===== src/include/acp_pkg.sv =====
// Constants and layouts shared by the configuration pin logic
package acp_pkg;
  // ***************************************************************
  // Widths
  // ***************************************************************
  localparam int DATA_W = 12;
  localparam int SER_WORD_W = 16;
  localparam int SER_ADDR_W = 4;
  localparam int SER_CNT_W = 5;
  localparam int PIN_N = 6;

  // ***************************************************************
  // Synchronised pin vector positions
  // ***************************************************************
  localparam int PIN_SEL = 0;
  localparam int PIN_SHARED_INV = 1;
  localparam int PIN_SHARED_OEA = 2;
  localparam int PIN_SHARED_PD = 3;
  localparam int PIN_REF = 4;
  localparam int PIN_OEB = 5;

  // ***************************************************************
  // APB register map (byte addresses)
  // ***************************************************************
  localparam logic [7:0] REG_CONTROL = 8'h00;
  localparam logic [7:0] REG_STATUS = 8'h04;
  localparam logic [7:0] REG_SERIAL_WORD = 8'h08;

  // Control fields
  localparam int CTRL_FREEZE = 0;
  localparam logic CTRL_FREEZE_RST = 1'b0;

  // Status fields
  localparam int ST_SEL = 0;
  localparam int ST_TWOS = 1;
  localparam int ST_TRI_A = 2;
  localparam int ST_TRI_B = 3;
  localparam int ST_PD = 4;
  localparam int ST_INT_REF = 5;

  // ***************************************************************
  // Serial configuration register
  // ***************************************************************
  localparam logic [SER_ADDR_W-1:0] SER_ADDR_CFG = 4'h0;
  localparam int SCFG_TWOS = 0;
  localparam int SCFG_TRI_A = 1;
  localparam int SCFG_PD = 2;
  localparam logic [2:0] SCFG_RST = 3'h0;
endpackage


===== src/logic/acp_pin_sync.sv =====
// Three-stage pin synchroniser with agreement filter
`timescale 1ns/1ps
module acp_pin_sync #(
  parameter int WIDTH = 6
) (
  input wire logic pclk,
  input wire logic presetn,
  input wire logic [WIDTH-1:0] pin,
  output logic [WIDTH-1:0] level
);
  import acp_pkg::*;

  typedef struct packed {
    logic [WIDTH-1:0] s1;
    logic [WIDTH-1:0] s2;
    logic [WIDTH-1:0] s3;
    logic [WIDTH-1:0] q;
  } acp_sync_state_t;

  acp_sync_state_t st;
  acp_sync_state_t next_st;

  // Stage one feeds only stage two; a level is accepted once stages two and three agree
  always_comb begin
    next_st = st;
    next_st.s1 = pin;
    next_st.s2 = st.s1;
    next_st.s3 = st.s2;
    for (int i = 0; i < WIDTH; i++) begin
      if (st.s2[i] == st.s3[i]) begin
        next_st.q[i] = st.s2[i];
      end
    end
  end

  always_ff @(posedge pclk or negedge presetn) begin
    if (!presetn) begin
      st <= '0;
    end else begin
      st <= next_st;
    end
  end

  assign level = st.q;
endmodule


===== src/logic/acp_serial_cfg.sv =====
// Three-wire serial write port and its configuration register
`timescale 1ns/1ps
module acp_serial_cfg (
  input wire logic pclk,
  input wire logic presetn,
  input wire logic clear,
  input wire logic ser_enable_n,
  input wire logic ser_clock,
  input wire logic ser_data,
  output logic cfg_twos,
  output logic cfg_tri_a,
  output logic cfg_pd,
  output logic [acp_pkg::SER_WORD_W-1:0] last_word
);
  import acp_pkg::*;

  typedef struct packed {
    logic [SER_WORD_W-1:0] shift;
    logic [SER_CNT_W-1:0] count;
    logic clk_d;
    logic en_n_d;
    logic [2:0] cfg;
    logic [SER_WORD_W-1:0] word;
  } acp_ser_state_t;

  acp_ser_state_t st;
  acp_ser_state_t next_st;
  logic clk_rise;
  logic frame_end;

  assign clk_rise = ser_clock && !st.clk_d;
  assign frame_end = ser_enable_n && !st.en_n_d;

  // Shift on the serial clock inside a frame, commit a full word at frame end
  always_comb begin
    next_st = st;
    next_st.clk_d = ser_clock;
    next_st.en_n_d = ser_enable_n;
    if (clear) begin
      // Select held low wipes shift, count, config and word, so a stale partial word never survives
      next_st.shift = '0;
      next_st.count = '0;
      next_st.cfg = SCFG_RST;
      next_st.word = '0;
    end else begin
      if (!ser_enable_n && clk_rise) begin
        next_st.shift = {st.shift[SER_WORD_W-2:0], ser_data};
        if (st.count != SER_CNT_W'(SER_WORD_W)) begin
          next_st.count = st.count + SER_CNT_W'(1);
        end
      end
      if (frame_end) begin
        next_st.count = '0;
        // Short frames are dropped whole rather than half applied
        if (st.count == SER_CNT_W'(SER_WORD_W)) begin
          next_st.word = st.shift;
          if (st.shift[SER_WORD_W-1 -: SER_ADDR_W] == SER_ADDR_CFG) begin
            next_st.cfg = st.shift[2:0];
          end
        end
      end
    end
  end

  always_ff @(posedge pclk or negedge presetn) begin
    if (!presetn) begin
      st <= '0;
    end else begin
      st <= next_st;
    end
  end

  assign cfg_twos = st.cfg[SCFG_TWOS];
  assign cfg_tri_a = st.cfg[SCFG_TRI_A];
  assign cfg_pd = st.cfg[SCFG_PD];
  assign last_word = st.word;
endmodule


===== src/logic/acp_pin_mux.sv =====
// Configuration pin decoder, output coding and enables, APB status slave
//
// Added by the designer: the APB register port and the register addresses.
`timescale 1ns/1ps
module acp_pin_mux (
  input wire logic pclk,
  input wire logic presetn,
  input wire logic psel,
  input wire logic penable,
  input wire logic pwrite,
  input wire logic [7:0] paddr,
  input wire logic [31:0] pwdata,
  output logic [31:0] prdata,
  output logic pready,
  output logic pslverr,
  input wire logic interface_select,
  input wire logic top_bit_invert,
  input wire logic chan_a_enable_n,
  input wire logic standby_powerdown,
  input wire logic reference_source_choice,
  input wire logic chan_b_enable_n,
  input wire logic [acp_pkg::DATA_W-1:0] core_data_a,
  input wire logic [acp_pkg::DATA_W-1:0] core_data_b,
  output logic [acp_pkg::DATA_W-1:0] dout_a,
  output logic [acp_pkg::DATA_W-1:0] dout_b,
  output logic dout_a_oe,
  output logic dout_b_oe,
  output logic powerdown,
  output logic use_internal_ref
);
  import acp_pkg::*;

  // ***************************************************************
  // State
  // ***************************************************************
  typedef struct packed {
    logic [31:0] rdata;
    logic slverr;
    logic freeze;
    logic twos;
    logic tri_a;
    logic tri_b;
    logic pd;
    logic int_ref;
    logic [DATA_W-1:0] out_a;
    logic [DATA_W-1:0] out_b;
  } acp_top_state_t;

  acp_top_state_t st;
  acp_top_state_t next_st;
  logic [PIN_N-1:0] pins;
  logic [PIN_N-1:0] lvl;
  logic serial_mode;
  logic ser_twos;
  logic ser_tri_a;
  logic ser_pd;
  logic [SER_WORD_W-1:0] ser_word;
  logic setup;
  logic access;

  // Offset binary to two's complement is just the top bit flipped
  function automatic logic [DATA_W-1:0] apply_coding(input logic [DATA_W-1:0] w,
                                                      input logic twos);
    apply_coding = {w[DATA_W-1] ^ twos, w[DATA_W-2:0]};
  endfunction

  // ***************************************************************
  // Pin capture
  // ***************************************************************
  // All strap and board pins are asynchronous to pclk
  always_comb begin
    pins = '0;
    pins[PIN_SEL] = interface_select;
    pins[PIN_SHARED_INV] = top_bit_invert;
    pins[PIN_SHARED_OEA] = chan_a_enable_n;
    pins[PIN_SHARED_PD] = standby_powerdown;
    pins[PIN_REF] = reference_source_choice;
    pins[PIN_OEB] = chan_b_enable_n;
  end

  acp_pin_sync #(
    .WIDTH(PIN_N)
  ) u_sync (
    .pclk(pclk),
    .presetn(presetn),
    .pin(pins),
    .level(lvl)
  );

  assign serial_mode = lvl[PIN_SEL];

  // Serial port sees the shared pins only while select is high
  acp_serial_cfg u_serial (
    .pclk(pclk),
    .presetn(presetn),
    .clear(!serial_mode),
    .ser_enable_n(lvl[PIN_SHARED_INV]),
    .ser_clock(lvl[PIN_SHARED_OEA]),
    .ser_data(lvl[PIN_SHARED_PD]),
    .cfg_twos(ser_twos),
    .cfg_tri_a(ser_tri_a),
    .cfg_pd(ser_pd),
    .last_word(ser_word)
  );

  assign setup = psel && !penable;
  assign access = psel && penable;

  // ***************************************************************
  // Decode and register update
  // ***************************************************************
  always_comb begin
    next_st = st;
    // Pin meaning follows the current select level every cycle
    if (serial_mode) begin
      next_st.twos = ser_twos;
      next_st.tri_a = ser_tri_a;
      next_st.pd = ser_pd;
    end else begin
      next_st.twos = lvl[PIN_SHARED_INV];
      next_st.tri_a = lvl[PIN_SHARED_OEA];
      next_st.pd = lvl[PIN_SHARED_PD];
    end
    next_st.tri_b = lvl[PIN_OEB];
    next_st.int_ref = lvl[PIN_REF];
    // Freeze holds the last words so software can read a stable pair on the board
    if (!st.freeze) begin
      next_st.out_a = apply_coding(core_data_a, st.twos);
      next_st.out_b = apply_coding(core_data_b, st.twos);
    end
    // Read data and error are prepared in the setup cycle for a zero-wait access
    if (setup) begin
      next_st.rdata = '0;
      next_st.slverr = 1'b0;
      unique case (paddr)
        REG_CONTROL: begin
          next_st.rdata[CTRL_FREEZE] = st.freeze;
        end
        REG_STATUS: begin
          next_st.rdata[ST_SEL] = serial_mode;
          next_st.rdata[ST_TWOS] = st.twos;
          next_st.rdata[ST_TRI_A] = st.tri_a;
          next_st.rdata[ST_TRI_B] = st.tri_b;
          next_st.rdata[ST_PD] = st.pd;
          next_st.rdata[ST_INT_REF] = st.int_ref;
        end
        REG_SERIAL_WORD: begin
          next_st.rdata[SER_WORD_W-1:0] = ser_word;
        end
        default: begin
          next_st.slverr = 1'b1;
        end
      endcase
      // Status and serial word are read only; writes there are refused
      if (pwrite && paddr != REG_CONTROL) begin
        next_st.slverr = 1'b1;
      end
    end
    if (access && pwrite && paddr == REG_CONTROL) begin
      next_st.freeze = pwdata[CTRL_FREEZE];
    end
  end

  always_ff @(posedge pclk or negedge presetn) begin
    if (!presetn) begin
      st <= '0;
      st.freeze <= CTRL_FREEZE_RST;
    end else begin
      st <= next_st;
    end
  end

  // ***************************************************************
  // Outputs
  // ***************************************************************
  assign pready = 1'b1;
  assign prdata = st.rdata;
  assign pslverr = st.slverr;
  assign dout_a = st.out_a;
  assign dout_b = st.out_b;
  assign dout_a_oe = !st.tri_a;
  assign dout_b_oe = !st.tri_b;
  assign powerdown = st.pd;
  assign use_internal_ref = st.int_ref;
endmodule


===== config.mk =====
export PLATFORM = sky130hd
export DESIGN_NAME = acp_pin_mux
export DESIGN_NICKNAME = d
export VERILOG_FILES = /design/src/include/acp_pkg.sv /design/src/logic/acp_pin_sync.sv /design/src/logic/acp_serial_cfg.sv /design/src/logic/acp_pin_mux.sv
export SDC_FILE = /design/constraint.sdc
export NUM_CORES = 1
export LEC_CHECK = 0
export ABC_AREA = 1
export BUFFER_PORTS_ARGS = -buffer_cell sky130_fd_sc_hd__buf_4
export CELL_PAD_IN_SITES_DETAIL_PLACEMENT = 0
export CELL_PAD_IN_SITES_GLOBAL_PLACEMENT = 1
export CORE_ASPECT_RATIO = 1.5
export CORE_MARGIN = 5
export CORE_UTILIZATION = 43
export DETAILED_ROUTE_END_ITERATION = 10
export PLACE_DENSITY_LB_ADDON = 0.1
export SYNTH_ARGS = -nofsm -noshare
export SYNTH_HDL_FRONTEND = slang
export SYNTH_SLANG_ARGS = --single-unit

===== constraint.sdc =====
create_clock -name pclk -period 2.8 [get_ports pclk]
set_input_delay 0.56 -clock pclk [delete_from_list [all_inputs] [get_ports pclk]]
set_output_delay 0.56 -clock pclk [all_outputs]
set_load 0.05 [all_outputs]

# Word level (Yosys, flattened, before mapping)
# Index checks and enable logic that the tools add are counted.
dict set report op_classes {
  reduce_logical 21
  mux 15
  addsub 1
  bitwise 2
  eq_ne 16
}
# op n
set ops {}
lappend ops {{19-bit 2-to-1 mux} 3}
lappend ops {{21-bit 2-to-1 mux} 2}
lappend ops {{10-bit 2-to-1 mux} 1}
lappend ops {{5-bit 2-to-1 mux} 2}
lappend ops {{5-bit one-hot mux with 2 select lines} 1}
lappend ops {{8-bit by 3-bit == test with 1-bit output (second input constant)} 1}
lappend ops {{8-bit by 4-bit == test with 1-bit output (second input constant)} 1}
lappend ops {{1-bit logical AND} 8}
lappend ops {{8-bit zero test} 1}
lappend ops {{2-bit by 1-bit inequality test with 1-bit output (second input constant)} 4}
lappend ops {{8-bit nonzero test} 1}
lappend ops {{1-bit == test} 6}
lappend ops {{1-bit zero test} 6}
lappend ops {{3-bit by 1-bit inequality test with 1-bit output (second input constant)} 2}
lappend ops {{5-bit by 1-bit adder with 5-bit output (second input constant)} 1}
lappend ops {{5-bit == test (second input constant)} 1}
lappend ops {{5-bit inequality test (second input constant)} 1}
lappend ops {{4-bit zero test} 1}
lappend ops {{2-bit AND reduction} 2}
lappend ops {{1-bit 2-to-1 mux} 3}
lappend ops {{3-bit 2-to-1 mux} 1}
lappend ops {{1-bit one-hot mux with 3 select lines} 1}
lappend ops {{3-bit AND reduction} 1}
lappend ops {{3-bit OR reduction} 1}
lappend ops {{other kinds (2)} 3}
dict set report totals {
  register_bits 113
  word_cells 80
  input_bits 75
}

# Longest topological paths before layout
# Gate-level depths: netlist (run 1).
dict set report logic_depth {
  depth_word 6
  ltp_mapped 9
  ltp_nobuf 9
}

# Modules after synthesis
# A second synthesis (run 1) with hierarchy kept.
dict set report hier_totals {
  cells_unflattened 549
  hier_area_um2 5237.5
}
# mod cells_per_inst instances seq_area_each_um2 area_per_inst_um2
set modules_own_cells {}
lappend modules_own_cells {acp_pin_mux 252 1 1176.1 2437.3}
lappend modules_own_cells {acp_serial_cfg 243 1 1051.0 2057.0}
lappend modules_own_cells {acp_pin_sync 54 1 600.6 743.2}

# Least setup slack after synthesis (run 1)
# OpenSTA, ideal clock, no wires.
dict set report synth_timing {
  path_type {register -> register}
  from {register u_serial.st[21] (netlist name)}
  to {register u_serial.st, in the netlist u_serial.last_word[14]}
  setup_slack_ns 1.425
  setup_ns 0.119
  stages_incl_launch_ff 9
  arrival_time_ns 1.256
  cell_sequence {dfrtp_1 -> inv_1 -> ha_1 -> nand4_4 -> nor2_4 -> nor2_2 -> buf_6 -> nand2_1 -> o21ai_2}
}
dict set report synth_via {
  elab_chain_len 3
}
# element line
set synth_rtl {}
lappend synth_rtl {{start, declared} acp_serial_cfg.sv:26} ;# acp_ser_state_t st;
lappend synth_rtl {{start signal, assigned} acp_serial_cfg.sv:69} ;# st <= next_st;
lappend synth_rtl {{5-bit == test} acp_serial_cfg.sv:55} ;# if (st.count == SER_CNT_W'(SER_WORD_W)) begin
lappend synth_rtl {{2-bit by 1-bit inequality test with 1-bit output (no source line)} --}
lappend synth_rtl {{2-bit AND reduction (no source line)} --}
# No other way between the ends.
# A chain may end at the register's enable or synchronous reset.

# Worst setup path in the final report (run 1)
dict set report layout_timing {
  from {register u_serial.st[21] (netlist name)}
  to {register u_serial.st, in the netlist u_serial.cfg_tri_a}
}
dict set report layout_via {
  elab_chain_len 3
}
# element line
set layout_rtl {}
lappend layout_rtl {{5-bit == test} acp_serial_cfg.sv:55}
lappend layout_rtl {{2-bit by 1-bit inequality test with 1-bit output (no source line)} --}
lappend layout_rtl {{3-bit AND reduction (no source line)} --}
# No other way between the ends.

==> results of run 1 <==
-- sequential cells by signal, indices dropped and copies added, names as in the netlist --
signal / flops
u_serial.st: 23
prdata: 16
u_serial.last_word: 16
dout_a: 12
dout_b: 12
u_sync.next_st: 12
u_sync.level: 6
u_sync.st: 6
st: 4
powerdown: 1
pslverr: 1
u_serial.cfg_pd: 1
u_serial.cfg_tri_a: 1
u_serial.cfg_twos: 1
use_internal_ref: 1
-- worst max path at each step --
| stage | endpoint | cells after the start |
|---|---|---|
| finish | u_serial.cfg_tri_a | 7 |
| global placement | u_serial.last_word[3] | 7 |
| CTS | u_serial.cfg_tri_a | 7 |
| floorplan | u_serial.last_word[14] | 8 |
| detailed placement | u_serial.cfg_tri_a | 7 |
| global route | u_serial.cfg_tri_a | 7 |
-- where the power goes --
group	switching, mW	internal (mW)
combinational	0.285	0.124
clock	0.739	1.62
sequential	0.0337	1.69
total	1.06	3.44
-- cells by family after synthesis --
| logic type | after synthesis |
|---|---|
| simple gates | 155 |
| buf+inv | 115 |
| flops | 113 |
| compound gates | 58 |
| mux | 22 |
| fa+ha+maj | 8 |
| other cells | 2 |
| xor+xnor | 2 |
-- routing by layer --
| metal | vias to the layer above | global-route usage (%) | part of all wire, % |
|---|---|---|---|
| met4 | 0 | 5.77 | 1.6 |
| met2 | 80 | 23.4 | 51 |
| met5 | - | 0 | 0 |
| met1 | 1470 | 16.5 | 42 |
| li1 | 1560 | - | - |
| met3 | 13 | 5.17 | 5.5 |
-- layout by cell type, fill, tap and decap left out, types with 3 or more instances in the layout --
| cell | n |
|---|---|
| dfrtp_1 | 113 |
| nand2_1 | 112 |
| nand3_2 | 3 |
| maj3_1 | 6 |
| inv_2 | 8 |
| conb_1 | 17 |
| mux2_2 | 22 |
| nor2_1 | 17 |
| nand3_1 | 14 |
| clkbuf_16 | 17 |
| inv_1 | 34 |
| o31ai_1 | 7 |
| o21ai_0 | 9 |
| buf_4 | 93 |
| clkinvlp_4 | 4 |
| o21ai_2 | 7 |
| bufinv_16 | 5 |
| o21ai_1 | 33 |
-- area by class of cell --
type	count	share of cell area, %
tap	147	3.08
clock buffer	19	7.57
inverter	44	2.76
multi-input combinational	262	23.8
clock inverter	13	3.47
sequential	113	47.3
timing repair buffer	94	12.0
-- metrics by stage --
| stage | hold WS, ns | total power, mW | instances | setup slack (ns) |
|---|---|---|---|---|
| 6_report | 0.160 | 4.50 | 692 | 1.07 |
| 5_1_grt | 0.200 | 4.68 | 692 | 0.918 |
| 4_1_cts | 0.175 | 4.56 | 692 | 1.02 |
| 3_5_place_dp | 0.336 | 2.17 | 660 | 1.03 |
| 3_3_place_gp | 0.333 | 2.16 | 660 | 1.06 |
| 2_1_floorplan | 0.264 | 2.06 | 490 | 1.42 |
==> reports/results.md, run 1 <==
| Stage | Result | Reported |
|:---|:---|:---|
| global routing | First-pass GRT wire length | 15.4 mm |
| floorplan | Die Footprint | 13600 sq um |
| sta | Setup repair after global routing missed its margin | no |
| clock tree | Number of buffers created by CTS | 17 |
| critical path | Setup slack on the worst flop-to-flop path | 1.07 ns |
| floorplan | Vert. Die Dim | 141 um |
| sta | Setup clock skew after layout | 0.00389 ns |
| critical path | Kind of launch point of the worst setup path | flop |
| routing | Via Count | 3123 |
| critical path | Reg-to-reg startpoint | u_serial.st[21] |
| synthesis | Netlist area before placement | 4880 sq um |
| critical path | Count of buffering cells on the critical path with inverters included | 1 |
| sta | Measured slew at the worst slew-check pin | 0.961 ns |
| synthesis | Portion of netlist area occupied by mux cells | 5.07% |
| floorplan | Initial core utilization | 43.9% |
| clock tree | Hold buffer count at cts | 0 |
| clock tree | CTS sink count | 113 |
| critical path | Critical Path Sink Type | flop |
| synthesis | Seq/Total Area, Yosys | 57.9% |
| synthesis | Synth Area in XOR/XNOR | 0.359% |
| finish | Filler Cells Inserted | 1026 |
| routing | Number of detailed-routing iterations run before antenna repair | 4 |
| finish | Fraction of layout cells with a size suffix above 1 | 31.7% |
| synthesis | Largest cells by area after synthesis | dfrtp_1 (58%), buf_4 (8.9%), nand2_1 (8.6%), mux2_2 (5.1%), o21ai_1 (3.4%) |
| synthesis | Top flip-flop cell by instance count after synthesis | dfrtp_1 |
| sta | Final setup TNS | 0 ns |
| critical path | R2R depth | 7 |
| routing | Number of design-rule violations left by the first detailed-router iteration | 72 |
| finish | Sequential cell area | 2830 sq um |
| placement | Global placer's final weighted congestion | 0.720 |
| floorplan | Die Wd | 97 um |
| synthesis | Top cells by instance count after synthesis | dfrtp_1 (113), nand2_1 (112), buf_4 (58) |
| sta | Max-slew violation count | 0 |
| placement | Post-detail-place hpwl | 6.36 mm |
| critical path | Slowest stage cell on the critical path | dfrtp_1 |
| synthesis | Synth Area in Adders | 1.74% |
| placement | Count of buffers from port buffering | 88 |
| synthesis | Yosys top cell by area | dfrtp_1 |
| critical path | CP top delay family | simple AND/OR/NAND/NOR gates |
| critical path | Worst-path maximum fanout | 12 |
| synthesis | Gate count after technology mapping | 475 |
| global routing | Largest net degree at the start of global routing | 51 |
| synthesis | Number of synthesized flops with an enable pin | 0 |
| synthesis | Combinational family with the most area after synthesis | buffers and inverters |
| sta | Fmax | 579 MHz |
| critical path | Worst Path Required | 3.08 ns |
| critical path | Crit-path max cell delay | 0.37 ns |
| global routing | GRT overflow | 0 |
| power | Worst supply voltage drop on vdd | 0.438 mV |
| synthesis | Count of cell types in the netlist | 30 |
| sta | Final min period | 1.73 ns |
| clock tree | Clock slew seen by the registers of the worst setup and hold paths | 0.05 ns |
| finish | Antenna diode instance count | 0 |
| synthesis | Asr flop ratio synth | 100% |
| sta | Crit share post-route | 61.7% |
| synthesis | Synthesized-area fraction occupied by ao, oa, aoi and oai cells | 6.95% |
| synthesis | Leading cell type by number of instances after synthesis | dfrtp_1 |
| synthesis | Post-synthesis register bit count | 113 |
| critical path | Capture point of the worst reg-to-reg path | u_serial.cfg_tri_a |
| finish | Final core utilization | 53.8% |
| clock tree | CTS Buffer Depth | 2 |
| floorplan | Placeable core region | 11100 sq um |
| clock tree | Clock H-tree levels | 4 |
| finish | Post-route standard cell area excluding fillers | 5980 sq um |
| routing | Routed WL per cell | 12.8 um |
| placement | Standard cell area after detailed placement | 5320 sq um |
| floorplan | Placement row count | 47 |
| sta | Hold violation count in the final report | 0 |
| power | Areal power density over the cells | 752 nW/um^2 |
| routing | Avg Vias per Cell | 4.51 |
| job | Number of violations of the max-capacitance limit | 0 |
| routing | Drt drc | 0 |
| clock tree | Clock latency on the worst-skew pair | 0.40 ns |
| synthesis | Simple-gate portion of the synthesized area | 13.7% |
| critical path | Arrival time of the worst setup path | 2.01 ns |
| synthesis | Number of synthesis warnings | 0 |
| critical path | Critical path class | reg -> reg |
| hold path | Worst hold path type | in -> async |
| global routing | Vias in the first global route | 3143 |
| global routing | All-Layer GR Usage | 14.1% |
| status | Status | finished, final reports clean |
| critical path | Timing startpoint of the critical path | u_serial.st[21] |
| global routing | Initial antenna violation count | 0 |
| clock tree | Quantity of gates resized following cts | 0 |
| finish | Area of combinational cells with multiple inputs | 1420 sq um |
| synthesis | Average instance area after synthesis | 10.3 sq um |
| clock tree | Post-CTS Setup Bufs | 0 |
| synthesis | Proportion of netlist area held by the largest area contributor | 57.9% |
| routing | Remaining number of nets flagged by the antenna check after routing | 0 |
| finish | Area added between synthesis and finish | 22.5% |
| power | Static leakage | 2.90 nW |
| sta | Endpoints failing setup | 0 |
| critical path | Worst path cell trace | inv_1 -> ha_1 -> nand4_4 -> nor2_4 -> nand2_1 -> nand3_1 -> o21ai_1 |
| clock tree | TritonCTS clock tree | done |
| sta | Max transition margin | 35.9% |
| clock tree | Buffer type at the clock tree root | clkbuf_16 |
| finish | NumNets Final | 609 |
| floorplan | I/O pin count | 137 |
| routing | Routed wire length | 8.87 mm |
Note: power is estimated with default switching activity, not from simulation.
==> inputs of run 2 (changes only) <==
--- a/config.mk
+++ b/config.mk
@@ -11,7 +11,7 @@
 export CELL_PAD_IN_SITES_GLOBAL_PLACEMENT = 1
 export CORE_ASPECT_RATIO = 1.5
 export CORE_MARGIN = 5
-export CORE_UTILIZATION = 43
+export CORE_UTILIZATION = 39
 export DETAILED_ROUTE_END_ITERATION = 10
 export PLACE_DENSITY_LB_ADDON = 0.1
 export SYNTH_ARGS = -nofsm -noshare
==> constraint.sdc (replaced) <==
create_clock -name pclk -period 1.7 [get_ports pclk]
set_input_delay 0.34 -clock pclk [delete_from_list [all_inputs] [get_ports pclk]]
set_output_delay 0.34 -clock pclk [all_outputs]
set_load 0.05 [all_outputs]
==> reports/results.md, run 2 (synthesis gave the netlist of run 1 again) <==
| Stage | Result | Reported | Change |
|:---|:---|:---|:---|
| status | Status | finished, final reports clean |  |
| finish | Most common cell after layout, fill and taps aside | dfrtp_1 |  |
| critical path | Kind of launch point of the worst setup path | flop |  |
| finish | Area added between synthesis and finish | 23.7% |  |
| critical path | Setup slack on the worst flop-to-flop path | 0.25 ns | -0.82 ns |
| finish | NumNets Final | 617 | +1.3% |
| routing | Remaining number of nets flagged by the antenna check after routing | 0 | unchanged |
| critical path | Reg-to-reg startpoint | u_sync.level[1] |  |
| critical path | R2R depth | 6 | -1 |
| routing | Number of design-rule violations left by the first detailed-router iteration | 99 | +38% |
| global routing | Vias in the first global route | 3241 | +3.1% |
| finish | Fraction of layout cells with a size suffix above 1 | 32.5% | +0.81 points |
| sta | Fmax | 692 MHz | +19% |
| hold path | Worst hold path stage count | 1 |  |
| finish | Largest register by flop count | u_serial.st |  |
| critical path | Capture point of the worst reg-to-reg path | u_serial.st[29] |  |
| floorplan | I/O pin count | 137 | unchanged |
| critical path | Slowest stage cell on the critical path | dfrtp_1 |  |
| job | Number of violations of the max-capacitance limit | 0 | unchanged |
| critical path | Worst-path maximum fanout | 11 | -1 |
| floorplan | Placement row count | 50 | +6.4% |
| finish | Most used cells in the layout excluding fill and tap cells | dfrtp_1 (113), nand2_1 (112), buf_4 (98), inv_1 (34), o21ai_1 (33) |  |
| clock tree | Clock latency on the worst-skew pair | 0.41 ns | about the same |
| hold path | Hold Path Origin | chan_b_enable_n |  |
| sta | Final min period | 1.45 ns | -0.281 ns |
| power | Areal power density over the cells | 1190 nW/um^2 | +58% |
| routing | Routed WL per cell | 12.9 um | +0.91% |
| global routing | All-Layer GR Usage | 13.2% | -0.90 points |
| routing | Routed wire length | 9.18 mm | +3.4% |
| critical path | Most Frequent Cell on Critical Path | nand2_1 |  |
| critical path | Worst Path Required | 1.99 ns | -1.09 ns |
| floorplan | Initial core utilization | 39.4% | -4.5 points |
| global routing | First-pass GRT wire length | 15.4 mm | +0.50% |
| placement | Place WS | 0.0694 ns | -0.960 ns |
| placement | Standard cell area after detailed placement | 5410 sq um | +1.7% |
| finish | Antenna diode instance count | 0 | unchanged |
| global routing | Largest net degree at the start of global routing | 41 | -20% |
| placement | Post-detail-place hpwl | 6.84 mm | +7.5% |
| placement | Count of buffers from port buffering | 88 | unchanged |
| routing | Number of detailed-routing iterations run before antenna repair | 4 | unchanged |
| floorplan | Vert. Die Dim | 147 um | +4.6% |
| floorplan | Die Wd | 101 um | +4.5% |
| sta | Crit share post-route | 85.0% | +23 points |
| placement | Global placer's final weighted congestion | 0.744 | +3.4% |
| clock tree | Buffer type at the clock tree root | clkbuf_16 |  |
| routing | Via Count | 3132 | +0.29% |
| sta | Setup slack after layout | 0.254 ns | -0.819 ns |
| clock tree | CTS sink count | 113 | unchanged |
| sta | Hold violation count in the final report | 0 | unchanged |
| sta | Setup clock skew after layout | 0.00816 ns | +0.00427 ns |
| clock tree | Number of buffers created by CTS | 17 | unchanged |
| floorplan | Placeable core region | 12400 sq um | +11% |
| critical path | Critical Path Sink Type | flop |  |
| clock tree | CTS Buffer Depth | 2 | unchanged |
| critical path | Critical path class | reg -> reg |  |
| critical path | Crit-path max cell delay | 0.44 ns | +0.07 ns |
| routing | Avg Vias per Cell | 4.42 | -2.1% |
| sta | Endpoints failing setup | 0 | unchanged |
| sta | Setup repair after global routing missed its margin | no |  |
| finish | Number of flip-flops in the largest register | 23 | unchanged |
| global routing | Initial antenna violation count | 0 | unchanged |
| finish | Post-route standard cell area excluding fillers | 6040 sq um | +1.0% |
| power | Worst supply voltage drop on vdd | 0.692 mV | +58% |
| sta | Final setup TNS | 0 ns | unchanged |
| routing | Drt drc | 0 | unchanged |
| sta | Max-slew violation count | 0 | unchanged |
| critical path | CP top delay family | simple AND/OR/NAND/NOR gates |  |
| power | Static leakage | 2.93 nW | +1.3% |
| sta | Final Hold Slack | 0.0362 ns | -0.124 ns |
| hold path | Worst hold path type | in -> reg |  |
| global routing | GRT overflow | 0 | unchanged |
| clock tree | Clock slew seen by the registers of the worst setup and hold paths | 0.06 ns | about the same |
| floorplan | Die Footprint | 14900 sq um | +9.3% |
| clock tree | Clock H-tree levels | 4 | unchanged |
| critical path | Arrival time of the worst setup path | 1.73 ns | -0.28 ns |
| finish | Final core utilization | 48.8% | -5.0 points |
| hold path | Endpoint with the worst hold slack | u_sync.next_st[17] |  |
| critical path | Worst path cell trace | nor3_4 -> inv_2 -> nand2_1 -> inv_1 -> nand2_1 -> o21ai_1 |  |
| critical path | Timing startpoint of the critical path | u_sync.level[1] |  |
| critical path | Count of buffering cells on the critical path with inverters included | 2 | +1 |
| clock tree | TritonCTS clock tree | done |  |
-- run 2: cell count changes in the layout (fill, tap and decap cells not counted), sizes merged --
| cell | change |
|---|---|
| clkbuf | -1 |
| buf | +7 |
| clkinv | +3 |
| dlygate4sd3 | +1 |
| inv | +3 |
| clkinvlp | -3 |
| bufinv | -2 |
-- run 2: layer usage --
layer  vias up  track usage [%]  wire length [um]
met2        83             21.9              4600
li1       1573                -                 -
met4         0             6.45               234
met5         -                0                 0
met3        20             4.09               596
met1      1456             15.3              3740
-- run 2: per-stage QoR --
stage,total power [mW],instances
global placement,3.59,676
detailed placement,3.60,676
floorplan,3.40,490
finish,7.16,709
global route,7.48,709
CTS,7.28,709
-- run 2: cell type report --
cell class	instances	area, sq um
timing repair buffer	102	806
fill	1158	6350
clock buffer	18	439
clock inverter	14	178
tap	156	195
inverter	44	165
multi-input combinational	262	1430
sequential	113	2830
-- run 2: power breakdown --
| group | internal (mW) | total (mW) | switching (mW) |
|---|---|---|---|
| logic | 0.222 | 0.698 | 0.476 |
| clock network | 2.36 | 3.62 | 1.26 |
| registers | 2.79 | 2.84 | 0.0548 |
| total | 5.37 | 7.16 | 1.79 |
-- run 2: timing repair --
item / CTS / global route
hold buffers: 1 / 0
setup buffers: 0 / 0
resized for setup: 0 / 1
hold endpoints to repair: 27 / 0
setup endpoints to repair: 0 / 7
-- run 2: worst max-delay path by stage --
stage,to,cells past startpoint,slack [ns]
floorplan,u_serial.last_word[14],8,0.32
global placement,u_serial.last_word[0],7,0.11
detailed placement,u_serial.last_word[2],7,0.07
CTS,u_serial.last_word[2],7,0.04
global route,u_serial.st[29],6,0.11
finish,u_serial.st[29],6,0.25
